===== config.mk =====
export PLATFORM = sky130hd
export DESIGN_NAME = sac_ctrl
export DESIGN_NICKNAME = d
export VERILOG_FILES = /design/src/design/sac_pkg.sv /design/src/design/sac_ctrl.sv
export SDC_FILE = /design/constraint.sdc
export NUM_CORES = 1
export LEC_CHECK = 0
export BUFFER_PORTS_ARGS = -buffer_cell sky130_fd_sc_hd__buf_2
export CAP_MARGIN = 20
export CORE_MARGIN = 2
export CORE_UTILIZATION = 60
export CTS_BUF_LIST = sky130_fd_sc_hd__clkbuf_16
export DETAILED_ROUTE_END_ITERATION = 10
export HOLD_SLACK_MARGIN = 0.1
export PLACE_DENSITY_LB_ADDON = 0.25
export SLEW_MARGIN = 15
export SYNTH_ARGS = -nofsm -noshare
export SYNTH_HDL_FRONTEND = slang
export SYNTH_SLANG_ARGS = --single-unit

===== constraint.sdc =====
create_clock -name mclk -period 2.8 [get_ports mclk]
set_clock_uncertainty 0.1 [all_clocks]
set_input_delay 0 -clock mclk [delete_from_list [all_inputs] [get_ports mclk]]
set_output_delay 0 -clock mclk [all_outputs]
set_load 0.01 [all_outputs]

===== src/design/sac_pkg.sv =====
// package: timing constants and states for the converter control block
package sac_pkg;
  localparam int CLK_NS = 5;
  localparam int PWRUP_EXT_NS = 1000;
  localparam int PWRUP_INT_NS = 25000;
  localparam int CONV_NS = 330;
  localparam int SAMPLE_NS = 530;
  // least times round up
  localparam int PWRUP_EXT_CYC = (PWRUP_EXT_NS + CLK_NS - 1) / CLK_NS;
  localparam int PWRUP_INT_CYC = (PWRUP_INT_NS + CLK_NS - 1) / CLK_NS;
  localparam int CONV_CYC = (CONV_NS + CLK_NS - 1) / CLK_NS;
  localparam int SAMPLE_CYC = (SAMPLE_NS + CLK_NS - 1) / CLK_NS;
  localparam int TMR_W = 13;
  localparam int DATA_W = 8;
  localparam logic [3:0] BIT_LAST = 4'h8;
  localparam logic [3:0] BIT_END = 4'h9;
  localparam logic [DATA_W-1:0] RES_ZERO = 8'h00;

  typedef enum logic [3:0] {
    SAC_OFF = 4'b0001,
    SAC_WAKE = 4'b0010,
    SAC_READY = 4'b0100,
    SAC_CONV = 4'b1000
  } sac_pwr_t;
endpackage


===== src/design/sac_ctrl.sv =====
// converter control: power-up, conversion timing, mode sampling and serial readout
`timescale 1ns/100ps
module sac_ctrl
  import sac_pkg::*;
(
  // clock and reset
  input wire logic mclk,
  input wire logic rst_b,
  // converter pins
  input wire logic convert_start_n,
  input wire logic ext_ref,
  input wire logic [sac_pkg::DATA_W-1:0] sample_code,
  // serial link
  input wire logic serial_shift_clock,
  output logic receive_frame_sync,
  output logic serial_data_out,
  output logic serial_data_oe,
  // status
  output logic powered
);
  import sac_pkg::*;

  // ------------------------------------------------------------
  // pin synchronisers and edge detect
  // ------------------------------------------------------------
  logic cs_s1_q, cs_s2_q, cs_s3_q, sk_s1_q, sk_s2_q, sk_s3_q, ext_s1_q, ext_s2_q;
  logic cs_s1_d, cs_s2_d, cs_s3_d, sk_s1_d, sk_s2_d, sk_s3_d, ext_s1_d, ext_s2_d;
  logic [DATA_W-1:0] code_s1_q, code_s2_q, code_s1_d, code_s2_d;
  logic cs_rise, cs_fall, sk_rise, sk_fall;

  always_comb begin
    cs_s1_d = convert_start_n;
    cs_s2_d = cs_s1_q;
    cs_s3_d = cs_s2_q;
    sk_s1_d = serial_shift_clock;
    sk_s2_d = sk_s1_q;
    sk_s3_d = sk_s2_q;
    ext_s1_d = ext_ref;
    ext_s2_d = ext_s1_q;
    code_s1_d = sample_code;
    code_s2_d = code_s1_q;
    cs_rise = cs_s2_q & ~cs_s3_q;
    cs_fall = ~cs_s2_q & cs_s3_q;
    sk_rise = sk_s2_q & ~sk_s3_q;
    sk_fall = ~sk_s2_q & sk_s3_q;
  end

  always_ff @(posedge mclk or negedge rst_b) begin
    if (!rst_b) begin
      cs_s1_q <= 1'b1;
      cs_s2_q <= 1'b1;
      cs_s3_q <= 1'b1;
      sk_s1_q <= 1'b0;
      sk_s2_q <= 1'b0;
      sk_s3_q <= 1'b0;
      ext_s1_q <= 1'b0;
      ext_s2_q <= 1'b0;
      code_s1_q <= RES_ZERO;
      code_s2_q <= RES_ZERO;
    end else begin
      cs_s1_q <= cs_s1_d;
      cs_s2_q <= cs_s2_d;
      cs_s3_q <= cs_s3_d;
      sk_s1_q <= sk_s1_d;
      sk_s2_q <= sk_s2_d;
      sk_s3_q <= sk_s3_d;
      ext_s1_q <= ext_s1_d;
      ext_s2_q <= ext_s2_d;
      code_s1_q <= code_s1_d;
      code_s2_q <= code_s2_d;
    end
  end

  // ------------------------------------------------------------
  // power and conversion sequencer
  // ------------------------------------------------------------
  sac_pwr_t st_q, st_d;
  logic [TMR_W-1:0] pu_q, pu_d;
  logic [TMR_W-1:0] cv_q, cv_d;
  logic pend_q, pend_d;
  logic [DATA_W-1:0] res_q, res_d;
  logic eoc_q, eoc_d;
  logic pwr_q, pwr_d;
  logic [TMR_W-1:0] pu_lim;

  always_comb begin
    pu_lim = ext_s2_q ? TMR_W'(PWRUP_EXT_CYC) : TMR_W'(PWRUP_INT_CYC);
    st_d = st_q;
    pu_d = pu_q;
    cv_d = cv_q;
    pend_d = pend_q;
    res_d = res_q;
    eoc_d = 1'b0;
    // mode sample timer runs from each conversion start (fall in READY, or end of wake-up), independent of serial clock
    if (cv_q != '0) begin
      cv_d = cv_q + TMR_W'(1);
      if (cv_q == TMR_W'(CONV_CYC)) begin
        res_d = code_s2_q;
        eoc_d = 1'b1;
      end
      if (cv_q == TMR_W'(SAMPLE_CYC)) begin
        cv_d = '0;
      end
    end
    unique case (st_q)
      SAC_OFF: begin
        if (cs_rise) begin
          st_d = SAC_WAKE;
          pu_d = TMR_W'(1);
          pend_d = 1'b0;
        end
      end
      SAC_WAKE: begin
        pu_d = pu_q + TMR_W'(1);
        if (cs_fall) begin
          pend_d = 1'b1;
        end
        if (pu_q >= pu_lim) begin
          if (pend_q || cs_fall) begin
            st_d = SAC_CONV;
            cv_d = TMR_W'(1);
            pend_d = 1'b0;
          end else begin
            st_d = SAC_READY;
          end
        end
      end
      SAC_READY: begin
        if (cs_fall) begin
          st_d = SAC_CONV;
          cv_d = TMR_W'(1);
        end
      end
      SAC_CONV: begin
        if (cv_q == TMR_W'(SAMPLE_CYC)) begin
          st_d = cs_s2_q ? SAC_READY : SAC_OFF;
        end
      end
      default: st_d = SAC_OFF;
    endcase
    pwr_d = (st_d != SAC_OFF);
  end

  always_ff @(posedge mclk or negedge rst_b) begin
    if (!rst_b) begin
      st_q <= SAC_OFF;
      pu_q <= '0;
      cv_q <= '0;
      pend_q <= 1'b0;
      res_q <= RES_ZERO;
      eoc_q <= 1'b0;
      pwr_q <= 1'b0;
    end else begin
      st_q <= st_d;
      pu_q <= pu_d;
      cv_q <= cv_d;
      pend_q <= pend_d;
      res_q <= res_d;
      eoc_q <= eoc_d;
      pwr_q <= pwr_d;
    end
  end

  // ------------------------------------------------------------
  // serial readout (independent of power state)
  // ------------------------------------------------------------
  logic arm_q, arm_d;
  logic [3:0] bit_q, bit_d;
  logic [DATA_W-1:0] sh_q, sh_d;
  logic fs_q, fs_d, do_q, do_d, oe_q, oe_d;

  always_comb begin
    arm_d = arm_q | eoc_q;
    bit_d = bit_q;
    sh_d = sh_q;
    fs_d = fs_q;
    do_d = do_q;
    oe_d = oe_q;
    if (sk_rise) begin
      if (arm_q && fs_q) begin
        fs_d = 1'b0;
        oe_d = 1'b1;
        do_d = res_q[DATA_W-1];
        sh_d = {res_q[DATA_W-2:0], 1'b0};
        bit_d = 4'h1;
        arm_d = eoc_q;
      end else if (!fs_q) begin
        bit_d = bit_q + 4'h1;
        if (bit_q < BIT_LAST) begin
          do_d = sh_q[DATA_W-1];
          sh_d = {sh_q[DATA_W-2:0], 1'b0};
        end
        if (bit_q == BIT_LAST) begin
          fs_d = 1'b1;
          bit_d = '0;
        end
      end
    end
    if (sk_fall && !fs_q && bit_q == BIT_LAST) begin
      oe_d = 1'b0;
    end
    if (cs_fall && !fs_q) begin
      fs_d = 1'b1;
      oe_d = 1'b0;
      bit_d = '0;
    end
  end

  always_ff @(posedge mclk or negedge rst_b) begin
    if (!rst_b) begin
      arm_q <= 1'b0;
      bit_q <= '0;
      sh_q <= RES_ZERO;
      fs_q <= 1'b1;
      do_q <= 1'b0;
      oe_q <= 1'b0;
    end else begin
      arm_q <= arm_d;
      bit_q <= bit_d;
      sh_q <= sh_d;
      fs_q <= fs_d;
      do_q <= do_d;
      oe_q <= oe_d;
    end
  end

  assign receive_frame_sync = fs_q;
  assign serial_data_out = do_q;
  assign serial_data_oe = oe_q;
  assign powered = pwr_q;
endmodule


==> results.py <==
metrics = {
    "run_status": {
        "status": "complete, no violations",
    },
    "worst_hold_path": {
        "hp-start": "ext_ref",
        "hp-class": "in -> reg",
    },
    "yosys": {
        "avgSynthCellArea_um2": 11.3,
        "syn_inst": 314,
        "synth_seq_area_share_pct": 56.8,
        "yosys_warnings": 0,
        "ys.flop_type": "dfrtp_1",
        "async_flop_share_pct": 100,
        "ys_top_cells_by_area": "dfrtp_1 53%, ha_1 3.9%, o21ai_0 3.8%, dfstp_2 3.7%, nand2_1 3.7%",
        "synth_edf_count": 0,
        "syn_nets": 338,
        "synth-seq-cells": 80,
        "yosysUniqueCellTypes": 47,
        "synth_area_um2": 3540,
        "synth.largest_area_cell": "dfrtp_1",
        "synth_top_cells_by_count": "75 x dfrtp_1, 35 x nand2_1, 27 x o21ai_0, 26 x nor2_1, 13 x mux2i_1",
        "synth.most_common_cell": "dfrtp_1",
        "synth_top_area_share_pct": 53.1,
    },
    "setup_path": {
        "crit_arrival_ns": 2.43,
        "cp-end-kind": "register",
        "crit_required_ns": 2.93,
        "rr_startpoint": "ext_s2_q",
        "crit_start": "ext_s2_q",
        "cp_max_fo": 14,
        "critPathLaunchType": "register",
        "worstSetupPathType": "reg -> reg",
    },
    "sta": {
        "period_share_pct": 82.3,
        "tns_ns": 0,
        "slew_violations": 0,
        "rsz0062_at_grt": "no",
        "relSlewSlack_pct": 36.0,
        "period_needed_ns": 2.31,
        "tightest_slew_ns": 0.960,
        "final_hold_viol_count": 0,
        "max_freq_mhz": 434,
        "setup_violations": 0,
    },
    "detailed_routing": {
        "wirelength_um": 6270,
        "route.detailed.drc": 0,
        "drt_iter0_markers": 177,
        "via_count": 2396,
        "wl_per_cell_um": 14.8,
        "drt-pass1-iter-count": 5,
        "ant_nets": 0,
        "via_per_inst": 5.66,
    },
    "power": {
        "leakagePower_nw": 1.99,
        "power_mw": 2.85,
        "ir_drop_mv": 0.436,
        "power.density_nw_per_um2": 700,
    },
    "run": {
        "maxCapViolCount": 0,
    },
    "final_layout": {
        "antennaDiodeCount": 0,
        "drive_gt1_share_pct": 15.1,
        "finalNetCount": 370,
        "fill_cells": 394,
        "area_growth_pct": 15.3,
    },
    "die": {
        "coreArea_um2": 5610,
        "io-pin-count": 17,
        "die_w_um": 80.8,
        "die_area_um2": 6520,
        "num_rows": 27,
        "dieHeight_um": 80.8,
        "start_util_pct": 63.1,
    },
    "clock_tree": {
        "cts.path.max_buffers": 2,
        "clock_latency_ns": 0.33,
        "clk_pin_slew_ns": 0.06,
        "numCtsBuffers": 9,
        "root_buffer": "clkbuf_16",
        "cts_tree": "built",
        "clock_sinks": 80,
        "post_cts_buffers": 0,
        "h-tree-depth": 3,
    },
    "grt": {
        "grt_max_degree": 81,
        "antenna_found_initial": 0,
        "grt_use_total_pct": 21.9,
        "gr-total-overflow": 0,
        "grt_pass1_wl_um": 10700,
        "grt_pass1_vias": 2322,
    },
    "placement": {
        "port_buffers": 16,
        "place_hpwl_um": 4050,
        "place_congestion": 0.853,
    },
}
kinds of logic (layout without fill, tap and decap cells):
| kind of cell | count (synthesis) | after routing | synth area share (%) |
|---|---|---|---|
| AOI/OAI and AO/OA | 56 | 56 | 9.84 |
| buffers and inverters | 18 | 55 | 2.34 |
| xor gates and xnor gates | 13 | 13 | 3.22 |
| and+or+nand+nor | 115 | 115 | 16.8 |
| DFF | 80 | 80 | 56.8 |
| adders and majority gates | 11 | 11 | 3.89 |
| muxes | 21 | 21 | 7.08 |
stage by stage:
stage	setup WS (ns)	instance area, um^2	hold WS (ns)	std cells	util [%]
after floorplan	0.674	3540	-0.396	314	-
after global placement	0.582	3670	0.00584	395	65.5
after detailed placement	0.547	3670	0.00633	395	65.5
after CTS	0.501	4080	0.197	423	72.7
after global routing	0.348	4080	0.201	423	72.7
final	0.495	4080	0.201	423	72.7
state kept, by name, indices dropped and copies added (netlist names):
register and count:
sh_q 7, arm_q 1, cs_s2_q 1, pend_q 1, cs_s3_q 1, code_s1_q 8, cs_s1_q 1, powered 1
res_q 8, pu_q 13, sk_s3_q 1, serial_data_oe 1, bit_q 4, sk_s2_q 1, ext_s1_q 1, ext_s2_q 1
receive_frame_sync 1, st_q 4, serial_data_out 1, code_s2_q 8, sk_s1_q 1, cv_q 13, eoc_q 1
where the power goes:
part / internal (mW) / leakage (nW) / switching, mW / total (mW)
sequential: 1.27 / 1.03 / 0.131 / 1.40
clock: 0.609 / 0.133 / 0.477 / 1.09
combinational: 0.176 / 0.823 / 0.194 / 0.370
layout make-up:
type | instances | area [um^2] | share of cell area (%)
tap | 72 | 90.1 | 2.21
inverter | 9 | 33.8 | 0.829
clock inverter | 7 | 55.1 | 1.35
sequential | 80 | 2010 | 49.3
multi-input combinational | 216 | 1450 | 35.5
timing repair buffer | 30 | 218 | 5.34
clock buffer | 9 | 225 | 5.53
path summary, 6_finish.rpt:
kind                           endpoint  slack, ns  cells after the start
min reg2reg                code_s2_q[4]       0.25                      0
min in group asynchronous       pu_q[5]       0.26                      2
max reg2reg                     cv_q[6]       0.49                      7
max in group asynchronous       sk_s2_q       1.71                      2
max                             cv_q[6]       0.49                      7
min                            ext_s1_q       0.20                      2
worst max-delay path, stage by stage, from the launching register on:
cell	delay, ns
dfrtp_1	0.39
inv_1	0.06
ha_1	0.21
or4_1	0.53
a21oi_1	0.19
o211ai_1	0.17
o211a_2	0.29
nor3_1	0.27
cell usage in the layout (no fill, tap or decap), types with 5 or more instances in the layout:
cell type	instances
a31oi_1	7
dfstp_2	5
a21oi_1	5
nand3_1	12
dfrtp_1	75
and3_1	5
inv_1	9
dlygate4sd3_1	12
nor3_1	5
clkbuf_16	9
nand4_1	8
xor2_1	9
buf_2	15
o21ai_0	27
nand2_1	35
mux2i_1	13
mux2_4	8
ha_1	11
nor2_1	26
metal layers:
layer	vias up	share of wire (%)	wire [um]	track usage (%)
li1	1173	-	-	-
met1	1152	48	2980	29.0
met2	62	48	3000	35.1
met3	9	3.0	186	4.67
met4	0	1.5	94	9.83
met5	-	0	0	0
timing repair:
item | in CTS | in global routing
gates resized for setup | 0 | 0
endpoints found under the hold margin | 86 | 0
hold buffers | 12 | 0
(Power assumes the default switching activity.)
